File: config.mk
export PLATFORM = sky130hd
export DESIGN_NAME = line_mode_ctrl
export DESIGN_NICKNAME = d
export VERILOG_FILES = /design/src/logic/line_if_pkg.sv /design/src/logic/line_mode_ctrl.sv /design/src/logic/polarity_ramp.sv
export SDC_FILE = /design/constraint.sdc
export NUM_CORES = 1
export LEC_CHECK = 0
export BUFFER_PORTS_ARGS = -buffer_cell sky130_fd_sc_hd__clkbuf_2
export CAP_MARGIN = 5
export CORE_UTILIZATION = 54
export DETAILED_ROUTE_END_ITERATION = 12
export HOLD_SLACK_MARGIN = 0.02
export PLACE_DENSITY = 0.91
export SLEW_MARGIN = 40
export SYNTH_ARGS = -nofsm -noshare
export SYNTH_HDL_FRONTEND = slang
export SYNTH_SLANG_ARGS = --single-unit
File: constraint.sdc
create_clock -name aclk -period 3.8 [get_ports aclk]
set_clock_uncertainty 0.15 [all_clocks]
set_input_delay 0.19 -clock aclk [delete_from_list [all_inputs] [get_ports aclk]]
set_output_delay 0.19 -clock aclk [all_outputs]
set_load 0.01 [all_outputs]
File: src/logic/line_if_pkg.sv
`default_nettype none
package line_if_pkg;

    ////////////////////////////////////////////////////////////////////////
    // Register map (byte addresses)
    localparam int ADDR_W = 4;
    localparam logic [ADDR_W-1:0] ADDR_CTRL = 4'h0;
    localparam logic [ADDR_W-1:0] ADDR_STATUS = 4'h4;
    localparam logic [ADDR_W-1:0] ADDR_IRQ_STATUS = 4'h8;
    localparam logic [ADDR_W-1:0] ADDR_IRQ_MASK = 4'hC;

    // Control register fields
    localparam int CTRL_GAIN_BIT = 0;
    localparam int CTRL_RAMP_LSB = 8;
    localparam int RAMP_W = 8;
    localparam logic CTRL_GAIN_RESET = 1'b0;
    localparam logic [RAMP_W-1:0] CTRL_RAMP_RESET = 8'h10;

    // Status register fields
    localparam int STS_MODE_LSB = 0;
    localparam int STS_DET_BIT = 2;
    localparam int STS_THERMAL_BIT = 3;
    localparam int STS_POL_BIT = 4;
    localparam int STS_CLK_INT_BIT = 5;
    localparam int STS_LEVEL_LSB = 8;

    // Interrupt bits, same layout in status and mask
    localparam int IRQ_W = 4;
    localparam int IRQ_OFF_HOOK = 0;
    localparam int IRQ_RING_TRIP = 1;
    localparam int IRQ_THERMAL = 2;
    localparam int IRQ_MODE = 3;
    localparam logic [IRQ_W-1:0] IRQ_MASK_RESET = 4'h0;

    // Polarity ramp level: 0 is direct, all ones is reverse
    localparam int LEVEL_W = 8;
    localparam logic [LEVEL_W-1:0] LEVEL_DIRECT = 8'h00;
    localparam logic [LEVEL_W-1:0] LEVEL_REVERSE = 8'hFF;

    // Timing
    localparam int CLK_HZ = 40_000_000;
    localparam int CONV_CLK_HZ = 125_000;
    localparam int CONV_HALF_CYCLES = CLK_HZ / (2 * CONV_CLK_HZ);
    localparam int CONV_CNT_W = 9;

    localparam logic [1:0] RESP_OKAY = 2'h0;
    localparam logic [1:0] RESP_SLVERR = 2'h2;

    typedef enum logic [1:0] {
        MODE_POWER_DOWN,
        MODE_HIZ_FEED,
        MODE_ACTIVE,
        MODE_RINGING
    } mode_t;

    // Pin inputs, passed through a two-stage synchroniser as a group
    typedef struct packed {
        logic power_down_n_input;
        logic mode_select_a;
        logic mode_select_b;
        logic polarity_select;
        logic meter_tone_clock;
        logic thermal_overload;
        logic off_hook_sense;
        logic ring_trip_sense;
        logic conv_clk_ext;
        logic conv_clk_tied;
    } pins_t;

endpackage : line_if_pkg
`default_nettype wire

File: src/logic/line_mode_ctrl.sv
// Local design decisions: register access over AXI4-Lite and the register addresses.
`timescale 1ns/100ps
`default_nettype none

// How it works
// Power-down low with both selects low is power down, power-down high with both low is high-impedance feed, polarity ignored.
// Power-down high with select b high is active, select a adds metering tone and polarity select picks reverse polarity.
// Power-down high, select a high, select b low is ringing, with the controller toggling polarity select at the ring rate.
// Loop status leaves on one active-low open-drain output that is only ever pulled low.
// Power down floats both line terminals, blanks the detectors and stops voice transmission.
// Thermal overload forces power down whatever the selects say and the selected mode returns once it clears.
// High-impedance feed pulls the loop-detect output low on off-hook with the active threshold and passes no voice.
// Line polarity follows polarity select and swaps through a gradual ramp instead of a step.
// In active mode select a gates metering tone, so its high time is the metering pulse length.
// The controller supplies a 12 or 16 kHz tone clock for the whole metering pulse.
// The converter follows an external 125 kHz clock, or an internal one when its pin is tied to the supply filter.
// In active mode the gain-set bit picks the transmit and receive gain pair.
// Ringing raises the battery target to the ringing value and any other mode returns it to on-hook.
// In ringing the polarity select gives direct at 0 and reverse at 1, forming a trapezoidal ring.
// Ring trip pulls loop-detect low and the controller then stops toggling and moves the device on.
// The controller synchronises loop-detect through two flip-flops before acting on it.
module line_mode_ctrl
    import line_if_pkg::*;
(
    input wire logic aclk,
    input wire logic aresetn,
    // AXI4-Lite slave
    input wire logic [ADDR_W-1:0] s_axi_awaddr,
    input wire logic s_axi_awvalid,
    output logic s_axi_awready,
    input wire logic [31:0] s_axi_wdata,
    input wire logic [3:0] s_axi_wstrb,
    input wire logic s_axi_wvalid,
    output logic s_axi_wready,
    output logic [1:0] s_axi_bresp,
    output logic s_axi_bvalid,
    input wire logic s_axi_bready,
    input wire logic [ADDR_W-1:0] s_axi_araddr,
    input wire logic s_axi_arvalid,
    output logic s_axi_arready,
    output logic [31:0] s_axi_rdata,
    output logic [1:0] s_axi_rresp,
    output logic s_axi_rvalid,
    input wire logic s_axi_rready,
    // Control pins
    input wire logic power_down_n_input,
    input wire logic mode_select_a,
    input wire logic mode_select_b,
    input wire logic polarity_select,
    input wire logic meter_tone_clock,
    input wire logic thermal_overload,
    input wire logic off_hook_sense,
    input wire logic ring_trip_sense,
    input wire logic conv_clk_ext,
    input wire logic conv_clk_tied,
    // Open-drain loop detect
    output logic loop_detect_n_out,
    output logic loop_detect_n_oe,
    // Line-side controls
    output logic line_terminals_hiz,
    output logic voice_tx_enable,
    output logic battery_ring_target,
    output logic meter_enable,
    output logic meter_tone_out,
    output logic gain_high,
    output logic [LEVEL_W-1:0] polarity_level,
    output logic conv_sync_clk,
    output logic irq
);

    typedef struct packed {
        pins_t s1;
        pins_t s2;
        mode_t mode;
        logic loop_detect_n;
        logic thermal;
        logic line_hiz;
        logic tx_en;
        logic bat_ring;
        logic meter_en;
        logic meter_tone;
        logic gain_sel;
        logic pol_target;
        logic conv_clk;
        logic [CONV_CNT_W-1:0] conv_cnt;
        logic gain_cfg;
        logic [RAMP_W-1:0] ramp_div;
        logic [IRQ_W-1:0] irq_sts;
        logic [IRQ_W-1:0] irq_msk;
        logic irq;
        logic aw_full;
        logic w_full;
        logic [ADDR_W-1:0] awaddr;
        logic [31:0] wdata;
        logic [3:0] wstrb;
        logic awready;
        logic wready;
        logic bvalid;
        logic [1:0] bresp;
        logic arready;
        logic rvalid;
        logic [1:0] rresp;
        logic [31:0] rdata;
    } state_t;

    state_t q;
    state_t d;
    logic [LEVEL_W-1:0] ramp_level;

    ////////////////////////////////////////////////////////////////////////
    // Helpers

    function automatic mode_t decode_mode(input pins_t p);
        if (!p.power_down_n_input) begin
            decode_mode = MODE_POWER_DOWN;
        end else if (p.mode_select_b) begin
            decode_mode = MODE_ACTIVE;
        end else if (p.mode_select_a) begin
            decode_mode = MODE_RINGING;
        end else begin
            decode_mode = MODE_HIZ_FEED;
        end
    endfunction : decode_mode

    function automatic logic [31:0] merge_strb(input logic [31:0] old_v,
                                               input logic [31:0] new_v,
                                               input logic [3:0] strb);
        logic [31:0] r;
        r = old_v;
        for (int i = 0; i < 4; i++) begin
            if (strb[i]) begin
                r[8*i +: 8] = new_v[8*i +: 8];
            end
        end
        merge_strb = r;
    endfunction : merge_strb

    function automatic logic [31:0] ctrl_word(input state_t s);
        logic [31:0] r;
        r = '0;
        r[CTRL_GAIN_BIT] = s.gain_cfg;
        r[CTRL_RAMP_LSB +: RAMP_W] = s.ramp_div;
        ctrl_word = r;
    endfunction : ctrl_word

    ////////////////////////////////////////////////////////////////////////
    // Polarity ramp

    polarity_ramp u_ramp (
        .aclk(aclk),
        .aresetn(aresetn),
        .reverse(q.pol_target),
        .step_div(q.ramp_div),
        .level(ramp_level)
    );

    ////////////////////////////////////////////////////////////////////////
    // Next state

    always_comb begin
        logic [31:0] wr_v;
        logic [31:0] sts_v;
        logic [IRQ_W-1:0] ev;
        logic do_wr;
        mode_t sel_mode;
        wr_v = '0;
        sts_v = '0;
        ev = '0;
        do_wr = 1'b0;
        d = q;

        // Two-stage synchroniser; only s2 is read beyond this point
        d.s1 = '{
            power_down_n_input: power_down_n_input,
            mode_select_a: mode_select_a,
            mode_select_b: mode_select_b,
            polarity_select: polarity_select,
            meter_tone_clock: meter_tone_clock,
            thermal_overload: thermal_overload,
            off_hook_sense: off_hook_sense,
            ring_trip_sense: ring_trip_sense,
            conv_clk_ext: conv_clk_ext,
            conv_clk_tied: conv_clk_tied
        };
        d.s2 = q.s1;

        // Mode selection with thermal override
        sel_mode = decode_mode(q.s2);
        d.thermal = q.s2.thermal_overload;
        if (q.s2.thermal_overload) begin
            d.mode = MODE_POWER_DOWN;
        end else begin
            d.mode = sel_mode;
        end

        // Loop detection per mode
        case (d.mode)
            MODE_POWER_DOWN: d.loop_detect_n = 1'b0;
            MODE_HIZ_FEED: d.loop_detect_n = q.s2.off_hook_sense;
            MODE_ACTIVE: d.loop_detect_n = q.s2.off_hook_sense;
            MODE_RINGING: d.loop_detect_n = q.s2.ring_trip_sense;
            default: d.loop_detect_n = 1'b0;
        endcase

        // Line-side outputs
        d.line_hiz = (d.mode == MODE_POWER_DOWN);
        d.tx_en = (d.mode == MODE_ACTIVE);
        d.bat_ring = (d.mode == MODE_RINGING);
        d.meter_en = (d.mode == MODE_ACTIVE) && q.s2.mode_select_a;
        d.meter_tone = d.meter_en && q.s2.meter_tone_clock;
        d.gain_sel = (d.mode == MODE_ACTIVE) && q.gain_cfg;
        if (d.mode == MODE_ACTIVE || d.mode == MODE_RINGING) begin
            d.pol_target = q.s2.polarity_select;
        end

        // Converter clock: internal divider or synchronised external
        if (q.s2.conv_clk_tied) begin
            if (q.conv_cnt == CONV_CNT_W'(CONV_HALF_CYCLES - 1)) begin
                d.conv_cnt = '0;
                d.conv_clk = !q.conv_clk;
            end else begin
                d.conv_cnt = q.conv_cnt + 9'h001;
            end
        end else begin
            d.conv_cnt = '0;
            d.conv_clk = q.s2.conv_clk_ext;
        end

        // Events
        ev[IRQ_OFF_HOOK] = d.loop_detect_n && !q.loop_detect_n && (d.mode != MODE_RINGING);
        ev[IRQ_RING_TRIP] = d.loop_detect_n && !q.loop_detect_n && (d.mode == MODE_RINGING);
        ev[IRQ_THERMAL] = q.s2.thermal_overload && !q.thermal;
        ev[IRQ_MODE] = (d.mode != q.mode);

        // AXI write channel
        if (s_axi_awvalid && q.awready) begin
            d.aw_full = 1'b1;
            d.awaddr = s_axi_awaddr;
        end
        if (s_axi_wvalid && q.wready) begin
            d.w_full = 1'b1;
            d.wdata = s_axi_wdata;
            d.wstrb = s_axi_wstrb;
        end
        if (q.aw_full && q.w_full && !q.bvalid) begin
            do_wr = 1'b1;
            d.aw_full = 1'b0;
            d.w_full = 1'b0;
            d.bvalid = 1'b1;
            d.bresp = RESP_OKAY;
        end
        if (q.bvalid && s_axi_bready) begin
            d.bvalid = 1'b0;
        end
        d.awready = !d.aw_full && !d.bvalid;
        d.wready = !d.w_full && !d.bvalid;

        if (do_wr) begin
            if (q.awaddr == ADDR_CTRL) begin
                wr_v = merge_strb(ctrl_word(q), q.wdata, q.wstrb);
                d.gain_cfg = wr_v[CTRL_GAIN_BIT];
                d.ramp_div = wr_v[CTRL_RAMP_LSB +: RAMP_W];
            end else if (q.awaddr == ADDR_STATUS) begin
                d.bresp = RESP_OKAY;
            end else if (q.awaddr == ADDR_IRQ_STATUS) begin
                wr_v = merge_strb('0, q.wdata, q.wstrb);
                d.irq_sts = q.irq_sts & ~wr_v[IRQ_W-1:0];
            end else if (q.awaddr == ADDR_IRQ_MASK) begin
                wr_v = merge_strb(32'(q.irq_msk), q.wdata, q.wstrb);
                d.irq_msk = wr_v[IRQ_W-1:0];
            end else begin
                d.bresp = RESP_SLVERR;
            end
        end
        // New events win over a clear in the same cycle
        d.irq_sts = d.irq_sts | ev;
        d.irq = |(d.irq_sts & d.irq_msk);

        // AXI read channel
        sts_v[STS_MODE_LSB +: 2] = q.mode;
        sts_v[STS_DET_BIT] = q.loop_detect_n;
        sts_v[STS_THERMAL_BIT] = q.thermal;
        sts_v[STS_POL_BIT] = q.pol_target;
        sts_v[STS_CLK_INT_BIT] = q.s2.conv_clk_tied;
        sts_v[STS_LEVEL_LSB +: LEVEL_W] = ramp_level;
        if (s_axi_arvalid && q.arready) begin
            d.rvalid = 1'b1;
            d.rresp = RESP_OKAY;
            if (s_axi_araddr == ADDR_CTRL) begin
                d.rdata = ctrl_word(q);
            end else if (s_axi_araddr == ADDR_STATUS) begin
                d.rdata = sts_v;
            end else if (s_axi_araddr == ADDR_IRQ_STATUS) begin
                d.rdata = 32'(q.irq_sts);
            end else if (s_axi_araddr == ADDR_IRQ_MASK) begin
                d.rdata = 32'(q.irq_msk);
            end else begin
                d.rdata = '0;
                d.rresp = RESP_SLVERR;
            end
        end else if (q.rvalid && s_axi_rready) begin
            d.rvalid = 1'b0;
        end
        d.arready = !d.rvalid;
    end

    ////////////////////////////////////////////////////////////////////////
    // State register

    always_ff @(posedge aclk) begin
        if (!aresetn) begin
            q <= '0;
            q.mode <= MODE_POWER_DOWN;
            q.line_hiz <= 1'b1;
            q.gain_cfg <= CTRL_GAIN_RESET;
            q.ramp_div <= CTRL_RAMP_RESET;
            q.irq_msk <= IRQ_MASK_RESET;
        end else begin
            q <= d;
        end
    end

    ////////////////////////////////////////////////////////////////////////
    // Outputs

    assign s_axi_awready = q.awready;
    assign s_axi_wready = q.wready;
    assign s_axi_bresp = q.bresp;
    assign s_axi_bvalid = q.bvalid;
    assign s_axi_arready = q.arready;
    assign s_axi_rdata = q.rdata;
    assign s_axi_rresp = q.rresp;
    assign s_axi_rvalid = q.rvalid;
    // Open drain: the pad only ever pulls low
    assign loop_detect_n_out = 1'b0;
    assign loop_detect_n_oe = q.loop_detect_n;
    assign line_terminals_hiz = q.line_hiz;
    assign voice_tx_enable = q.tx_en;
    assign battery_ring_target = q.bat_ring;
    assign meter_enable = q.meter_en;
    assign meter_tone_out = q.meter_tone;
    assign gain_high = q.gain_sel;
    assign polarity_level = ramp_level;
    assign conv_sync_clk = q.conv_clk;
    assign irq = q.irq;

endmodule : line_mode_ctrl
`default_nettype wire

File: src/logic/polarity_ramp.sv
`timescale 1ns/100ps
`default_nettype none
module polarity_ramp
    import line_if_pkg::*;
(
    input wire logic aclk,
    input wire logic aresetn,
    input wire logic reverse,
    input wire logic [RAMP_W-1:0] step_div,
    output logic [LEVEL_W-1:0] level
);

    typedef struct packed {
        logic [LEVEL_W-1:0] level;
        logic [RAMP_W-1:0] div_cnt;
    } ramp_state_t;

    ramp_state_t q;
    ramp_state_t d;

    ////////////////////////////////////////////////////////////////////////
    // Step one level toward the target every step_div+1 cycles
    always_comb begin
        d = q;
        if (q.div_cnt >= step_div) begin
            d.div_cnt = '0;
            if (reverse && q.level != LEVEL_REVERSE) begin
                d.level = q.level + 8'h01;
            end else if (!reverse && q.level != LEVEL_DIRECT) begin
                d.level = q.level - 8'h01;
            end
        end else begin
            d.div_cnt = q.div_cnt + 8'h01;
        end
    end

    always_ff @(posedge aclk) begin
        if (!aresetn) begin
            q.level <= LEVEL_DIRECT;
            q.div_cnt <= '0;
        end else begin
            q <= d;
        end
    end

    assign level = q.level;

endmodule : polarity_ramp
`default_nettype wire

==> flow_summary.toml, run 1 <==
[placed_design]
place_congestion = 0.9092
post-place-ws_ns = 0.9709
dp.final_hpwl_um = 7298
dp.cells = 720
io_buffers = 77

[clock_tree]
cts_resized = 0
clock-root-buffer = "clkbuf_8"
clock_sinks = 117
cts.htree.levels = 4
clkSlewWorstSetupHoldPaths_ns = 0.06
cts_max_path_buffers = 2
cts_buffers = 17
cts_tree = "built"
clk_latency_ns = 0.52
cts_setup_buffers = 0

[setup_path]
crit_end = "u_ramp.level[7]"
critical_path.startpoint = "u_ramp.level[6]"
cp_max_fo = 6
worstReg2RegEnd = "u_ramp.level[7]"
arrival_ns = 3.20
crit_required_ns = 4.10
r2r-start = "u_ramp.level[6]"
critical_path_class = "flip-flop to flip-flop"
start_kind = "flip-flop"
worstRegToRegCells = 9
r2r_setup_slack_ns = 0.90
critPathCaptureType = "flip-flop"

[yosys]
synthXorXnorAreaFrac_pct = 3.442
ys_seq_area_share_pct = 46.03
synth_cell_type_count = 47
synth-simple-area-share_pct = 21.05
ys.flop_type = "dfxtp_1"
yosys_warnings = 0
avgSynthCellArea_sq_um = 8.819
synth_seq_cells = 117
synthAdderAreaFrac_pct = 5.065
synth-compound-area-share_pct = 10.55
muxShareOfSynthArea_pct = 3.860
async_reset_ff_share_pct = 0
synth_top_family_by_area = "simple AND/OR/NAND/NOR gates"
synth-edff-count = 0
netlist_instances = 577
synth.cell_area_sq_um = 5089

[die]
dieHeight_um = 99.08
num_rows = 35
fp.dieArea_sq_um = 9816
dieWidth_um = 99.08
core-area_sq_um = 9196
start_util_pct = 55.33
io_pins = 120

[global_route]
antenna_found_initial = 0
grt_pass1_vias = 4188
grt_pass1_wl_um = 19380
gr-max-usage-layer = "met2"
grt_use_met2_pct = 43.89
grt_max_degree = 37
grt_use_total_pct = 25.21
grtUsageMet1_pct = 29.27
grt_overflow = 0
met3_usage_pct = 5.177

[finish]
area_growth_pct = 24.39
fin_nets = 755
nFillCells = 631
mostFrequentLayoutCells = "117 x dfxtp_1, 77 x clkbuf_2, 61 x nand2_1"
final_common_cell = "dfxtp_1"
drive_gt1_share_pct = 17.18
finalNonFillerCells = 798
diodes = 0

[detailed_routing]
avgRoutedWirePerCell_um = 14.83
drtIter0Drc = 216
drt-vias-per-instance = 5.396
wl_um = 11830
drc = 0
drt_first_pass_iters = 7
vias = 4306
drtAntennaViolNets = 0

[sta]
max_slew_margin_pct = 48.45
rsz0062_at_grt = "false"
drv_slew = 0
setup_viol = 0
fin_crit_sh_pct = 76.43
min_period_ns = 2.904
setup_ws_ns = 0.8958
fin_setup_tns_ns = 0
finalHoldViolations = 0
max_freq_mhz = 344.3
worst_pin_slew_ns = 0.7713

[power]
p_leak_nw = 2.657
ir_drop_uv = 241.8
power_density_nw_per_um2 = 486.5

[status]
status = "complete, no violations"

[worst_hold_path]
hold_path_class = "input port to flip-flop"

[job]
drv_cap = 0
synthesized netlist by cell type, drive strengths merged, types with 10 or more instances:
| master | instances | area (sq um) |
|---|---|---|
| a21oi | 55 | 275.3 |
| dfxtp | 117 | 2342 |
| xnor2 | 11 | 96.34 |
| nand3 | 30 | 150.1 |
| o21ai | 10 | 50.04 |
| inv | 18 | 67.56 |
| and3 | 11 | 68.82 |
| mux2i | 14 | 140.1 |
| and2 | 29 | 181.4 |
| clkbuf | 18 | 67.56 |
| nor2 | 57 | 214.0 |
| nor3 | 13 | 65.06 |
| nand2 | 61 | 229.0 |
| ha | 19 | 237.7 |
| buf | 49 | 370.3 |
worst max-delay path: stages, from the launching register on:
cell and delay [ns]:
dfxtp_1 0.44, nand4_1 0.17, o21ai_1 0.45, ha_1 0.33
a21oi_1 0.19, o211ai_1 0.15, o41ai_1 0.35, xor2_1 0.15
or3_1 0.32, a21oi_1 0.13
where the power goes:
group	switching [mW]	internal [mW]	total, mW
registers	0.0250	1.26	1.29
logic	0.0963	0.0836	0.180
clock network	0.588	1.03	1.61
total	0.709	2.37	3.08
repair_timing:
action                                  4_1_cts  5_1_grt
endpoints found under the hold margin        43        0
hold buffers                                 46        0
endpoints found under the setup margin        0        0
cell families after synthesis:
logic type               after synthesis
AO/OA/AOI/OAI                         91
XOR/XNOR                              20
adder cells (fa/ha/maj)               20
buffers and inverters                 85
flip-flops                           117
multiplexers                          18
other                                  1
AND/OR/NAND/NOR                      225
through the flow:
stage	hold WS, ns	total power, mW	cell area, sq um	util [%]
floorplan	0.1673	1.416	5160	-
global route	0.1179	3.173	6330	68.83
global placement	0.2454	1.441	5269	57.29
finish	0.1141	3.079	6330	68.83
detailed placement	0.2509	1.448	5269	57.29
CTS	0.08613	3.076	6330	68.83
metal layers:
layer,up-vias,share of wire [%]
li1,2089,-
met2,185,50
met4,0,2.9
met1,1996,42
met5,-,0
met3,36,5.8
worst min path at each step:
stage	startpoint	slack, ns	endpoint	depth (start not counted)
after floorplan	conv_clk_tied	0.17	d[122]	1
after CTS	s_axi_araddr[3]	0.09	s_axi_rdata[1]	4
after detailed placement	conv_clk_ext	0.25	d[123]	2
after global placement	meter_tone_clock	0.25	d[127]	2
final	s_axi_araddr[3]	0.11	s_axi_rdata[1]	4
after global routing	s_axi_araddr[3]	0.12	s_axi_rdata[2]	4
state kept, by name (all words and copies together), names as in the netlist, 8 cells and up, named ones only:
| signal | count |
|---|---|
| u_ramp.q | 8 |
| s_axi_rdata | 14 |
| u_ramp.level | 8 |
| q | 59 |
| d | 11 |
area by class of cell:
| type | instances | area (sq um) | area share, % |
|---|---|---|---|
| inverters | 18 | 67.56 | 1.067 |
| flip-flops and latches | 117 | 2342 | 37.00 |
| clock buffers | 19 | 431.7 | 6.820 |
| multi-input cells | 394 | 2312 | 36.53 |
| clock inverters | 13 | 168.9 | 2.669 |
| repair buffers | 126 | 868.3 | 13.72 |
| well taps | 111 | 138.9 | 2.194 |
Note: power is estimated with default switching activity, not from simulation.
==> run 2: changes to the inputs <==
- CORE_UTILIZATION: 54 -> 48
- PLACE_DENSITY: 0.91 -> 0.86
- clock period: 3.8 -> 2.6 ns (I/O delays scaled with it)
==> run 2 against run 1 <==
Flip-flop and latch count stayed put. Critical path type unchanged. Fmax up 17%. Cell area grew 5.6%. Largest power group unchanged. Worst setup slack got worse by 0.78 ns.
==> flow_summary.toml, run 2 (same netlist as run 1, synthesis figures left out) <==
[setup_path]
critical_path.startpoint = "u_ramp.level[3]"
worstRegToRegCells = 9
start_kind = "flip-flop"
cp.buffers_inverters = 0
arrival_ns = 2.78
crit_required_ns = 2.90
critPathCaptureType = "flip-flop"
cp_max_fo = 5
slowest_stage = "dfxtp_1"
r2r-start = "u_ramp.level[3]"
crit_chain = "nand4_1, o21ai_4, ha_1, a21oi_2, o211ai_1, o41ai_2, xor2_1, or3_1, a21oi_1"
slowest_delay_ns = 0.34
crit_family = "compound AO/OA/AOI/OAI gates"
r2r_setup_slack_ns = 0.12
critical_path_class = "flip-flop to flip-flop"
worstReg2RegEnd = "u_ramp.level[7]"
path_depth = 9

[clock_tree]
cts_buffers = 17
clock-root-buffer = "clkbuf_8"
cts_max_path_buffers = 2
cts_setup_buffers = 0
clk_latency_ns = 0.52
clock_sinks = 117
clkSlewWorstSetupHoldPaths_ns = 0.06
cts_tree = "built"
cts.htree.levels = 4

[worst_hold_path]
hold_path_class = "input port to flip-flop"
hold_depth = 4
min_from = "s_axi_wvalid"
holdPathEnd = "q[46]"

[detailed_routing]
drc = 0
wl_um = 12690
drtIter0Drc = 270
avgRoutedWirePerCell_um = 14.83
vias = 4506
drt_first_pass_iters = 5
drt-vias-per-instance = 5.264
dr_wl_met2_um = 6434
drt-met1-wl_um = 5096
drtAntennaViolNets = 0
highest_layer = "met4"
dr_wl_met3_um = 811

[sta]
setup_viol = 0
setup_ws_ns = 0.1183
max_freq_mhz = 402.9
finalHoldViolations = 0
fin_crit_sh_pct = 95.45
min_period_ns = 2.482
max_slew_margin_pct = 60.99
worst_pin_slew_ns = 0.5807
rsz0062_at_grt = "false"
drv_slew = 0
fin_setup_tns_ns = 0

[die]
dieWidth_um = 105.0
core-area_sq_um = 10320
start_util_pct = 49.29
fp.dieArea_sq_um = 11020
num_rows = 37
io_pins = 120
dieHeight_um = 105.0

[placed_design]
io_buffers = 77
dp.final_hpwl_um = 7567
post-place-ws_ns = 0.1120
place_congestion = 0.9265

[finish]
nFillCells = 762
final_common_cell = "dfxtp_1"
seqCellArea_sq_um = 2342
multi_input_area_sq_um = 2347
largest_reg_flops = 59
mostFrequentLayoutCells = "117 x dfxtp_1, 77 x clkbuf_2, 67 x dlygate4sd3_1"
fin_nets = 787
area_growth_pct = 31.35
regMostFlops = "q"
drive_gt1_share_pct = 18.50

[power]
ir_drop_uv = 348.5
power_density_nw_per_um2 = 670.6
p_leak_nw = 2.835

[global_route]
grt_use_total_pct = 23.55
grt_overflow = 0
grt_max_degree = 36
grt_pass1_vias = 4401
grt_pass1_wl_um = 20550
antenna_found_initial = 1

[job]
drv_cap = 0

[status]
status = "complete, no violations"
run 2: cell types whose count changed in the layout (fill, tap and decap cells not counted), sizes merged:
cell | before | now
bufinv | 3 | 2
inv | 23 | 20
clkinvlp | 1 | 2
diode | 0 | 1
clkbuf | 96 | 99
dlygate4sd3 | 46 | 67
buf | 3 | 14
run 2: layout make-up:
| cell class | instances | area share, % |
|---|---|---|
| clock inverters | 10 | 1.797 |
| repair buffers | 158 | 17.37 |
| well taps | 136 | 2.546 |
| clock buffers | 22 | 7.076 |
| diodes | 1 | 0.03744 |
| multi-input cells | 394 | 35.12 |
| inverters | 18 | 1.011 |
| flip-flops and latches | 117 | 35.04 |
run 2: worst max path at each step:
stage | end | slack [ns]
6_report | u_ramp.level[7] | 0.12
5_1_grt | u_ramp.level[7] | 0.02
4_1_cts | u_ramp.level[7] | 0.07
3_5_place_dp | u_ramp.level[7] | 0.11
3_3_place_gp | u_ramp.level[7] | 0.21
2_1_floorplan | u_ramp.level[7] | 0.02
run 2: metal layers:
layer  track usage, %  vias to the layer above
li1                 -                     2161
met1            26.64                     2106
met2            42.38                      203
met3            5.240                       36
met4            10.06                        0
met5                0                        -
run 2: metrics by stage:
step	util, %	hold WS (ns)	std cells	instance area, sq um	total power, mW
5_1_grt	64.74	0.1249	856	6684	4.613
3_3_place_gp	52.18	0.1852	756	5386	2.110
4_1_cts	64.42	0.05551	855	6650	4.468
6_report	64.74	0.07371	856	6684	4.482
3_5_place_dp	52.18	0.1907	756	5386	2.118
2_1_floorplan	-	0.1073	596	5164	2.069
run 2: report_power, final:
| part | total (mW) | internal (mW) | leakage (nW) | switching [mW] |
|---|---|---|---|---|
| clock network | 2.31 | 1.47 | 0.288 | 0.842 |
| registers | 1.88 | 1.84 | 0.952 | 0.0362 |
| logic | 0.290 | 0.143 | 1.60 | 0.147 |
| total | 4.48 | 3.46 | 2.84 | 1.03 |
run 2: tightest hold or removal path: stages:
cell and delay (ns):
clkbuf_2 0.08, nand2_1 0.27, nand2_1 0.16, a21oi_1 0.05
run 2: timing repair:
item / CTS / global route
endpoints found under the setup margin: 0 / 1
hold buffers: 67 / 0
hold endpoints to repair: 76 / 0
resized for setup: 0 / 4
==> run 3: changes to the inputs <==
- CORE_MARGIN: not set -> 4
- REMOVE_ABC_BUFFERS: not set -> 1
==> run 3 against run 2 <==
Flip-flop and latch count unchanged. First-iteration DRC count down 11%. Combinational power down 2%. Non-clock buffer count down 4. Critical endpoint is now irq. Clock power up 4%.
==> flow_summary.toml, run 3 (same netlist as run 1, synthesis figures left out) <==
[sta]
fin_setup_tns_ns = 0
rsz0062_at_grt = "false"
setup_viol = 0
setup_ws_ns = 0.1337
min_period_ns = 2.466
finalHoldViolations = 0
drv_slew = 0
max_slew_margin_pct = 54.60
fin_crit_sh_pct = 94.86
max_freq_mhz = 405.5
worst_pin_slew_ns = 0.6758

[clock_tree]
clk_latency_ns = 0.52
cts.htree.levels = 4
cts_setup_buffers = 0
clock-root-buffer = "clkbuf_8"
clock_sinks = 117
clkSlewWorstSetupHoldPaths_ns = 0.06
cts_buffers = 17
cts_tree = "built"
cts_max_path_buffers = 2

[setup_path]
arrival_ns = 2.71
cp_max_fo = 4
critical_path.startpoint = "d[118]"
r2r-start = "d[118]"
critPathCaptureType = "flip-flop"
crit_required_ns = 2.84
critical_path_class = "flip-flop to flip-flop"
start_kind = "flip-flop"

[power]
p_int_mw = 3.603
swShare_pct = 21.07
power.net_switching_mw = 0.9617
power_density_nw_per_um2 = 687.5
seq_power_share_pct = 41.1
comb_power_share_pct = 6.2
p_clk_share_pct = 52.6
ir_drop_uv = 536.8
p_leak_nw = 2.820
power.total_mw = 4.565

[die]
dieHeight_um = 111.0
num_rows = 37
dieWidth_um = 111.0
fp.dieArea_sq_um = 12310
start_util_pct = 49.29
core-area_sq_um = 10320
io_pins = 120

[status]
status = "complete, no violations"

[placed_design]
place_area_sq_um = 5375
post-place-ws_ns = 0.03512
io_buffers = 77
dp.final_hpwl_um = 7914
place_congestion = 0.8451

[finish]
largest_reg_flops = 59
multi_input_area_sq_um = 2323
mostFrequentLayoutCells = "117 x dfxtp_1, 77 x clkbuf_2, 64 x dlygate4sd3_1"
final_area_sq_um = 6640
area_growth_pct = 30.49
final_common_cell = "dfxtp_1"
seqCellArea_sq_um = 2342
fin_nets = 783
drive_gt1_share_pct = 17.93
regMostFlops = "q"
nFillCells = 826
diodes = 0

[detailed_routing]
drt_first_pass_iters = 4
wl_um = 12350
drtIter0Drc = 239
avgRoutedWirePerCell_um = 14.53
drtAntennaViolNets = 0
vias = 4366
drc = 0
drt-vias-per-instance = 5.136

[global_route]
grt_pass1_wl_um = 20550
grt_max_degree = 36
grt_pass1_vias = 4435
grt_overflow = 0
antenna_found_initial = 0
grt_use_total_pct = 20.58

[worst_hold_path]
hold_path_class = "input port to flip-flop"
min_from = "s_axi_wvalid"

[job]
drv_cap = 0
## run 3: final cells by class
type | count | area share (%)
timing repair buffer | 154 | 16.92
inverter | 18 | 1.018
clock inverter | 9 | 2.261
tap | 136 | 2.563
multi-input combinational | 394 | 34.99
clock buffer | 22 | 6.972
sequential | 117 | 35.27
## run 3: critical path, stage by stage, from the launching register on
cell      delay, ns
dfxtp_1        0.31
nand2b_1       0.17
nor2_1         0.33
inv_1          0.13
ha_1           0.33
nand2_1        0.11
o41ai_1        0.07
a21oi_1        0.20
o22a_1         0.19
nor2_1         0.04
a221o_1        0.31
## run 3: path summary, 6_finish.rpt
check | endpoint | slack (ns) | cells after the start
worst max-delay path | irq | 0.13 | 10
worst max register to register | irq | 0.13 | 10
worst min-delay path | q[55] | 0.06 | 4
worst min register to register | meter_tone_out | 0.28 | 1
## run 3: stage by stage
stage | std cells | util, % | hold slack (ns)
after detailed placement | 755 | 52.07 | 0.1908
after CTS | 850 | 64.21 | 0.03421
after global routing | 850 | 64.32 | 0.07803
after floorplan | 529 | - | 0.05183
final | 850 | 64.32 | 0.05621
after global placement | 755 | 52.07 | 0.1881
## run 3: layer usage
metal	part of all wire, %	track usage (%)	wire, um
met3	5.9	5.731	733
met5	0	0	0
met4	2.3	9.360	283
met2	51	35.88	6329
met1	41	23.29	5005
## run 3: repair_timing
item	in CTS	in global routing
hold endpoints to repair	66	1
endpoints found under the setup margin	0	3
resized for setup	0	2
hold buffers	64	1
## run 3: power groups by stage
stage          Sequential [mW]  Clock, mW  Combinational [mW]
2_1_floorplan             1.91          0               0.118
3_3_place_gp              1.91          0               0.198
3_5_place_dp              1.91          0               0.206
4_1_cts                   1.88       2.43               0.277
5_1_grt                   1.88       2.52               0.313
6_report                  1.88       2.40               0.285
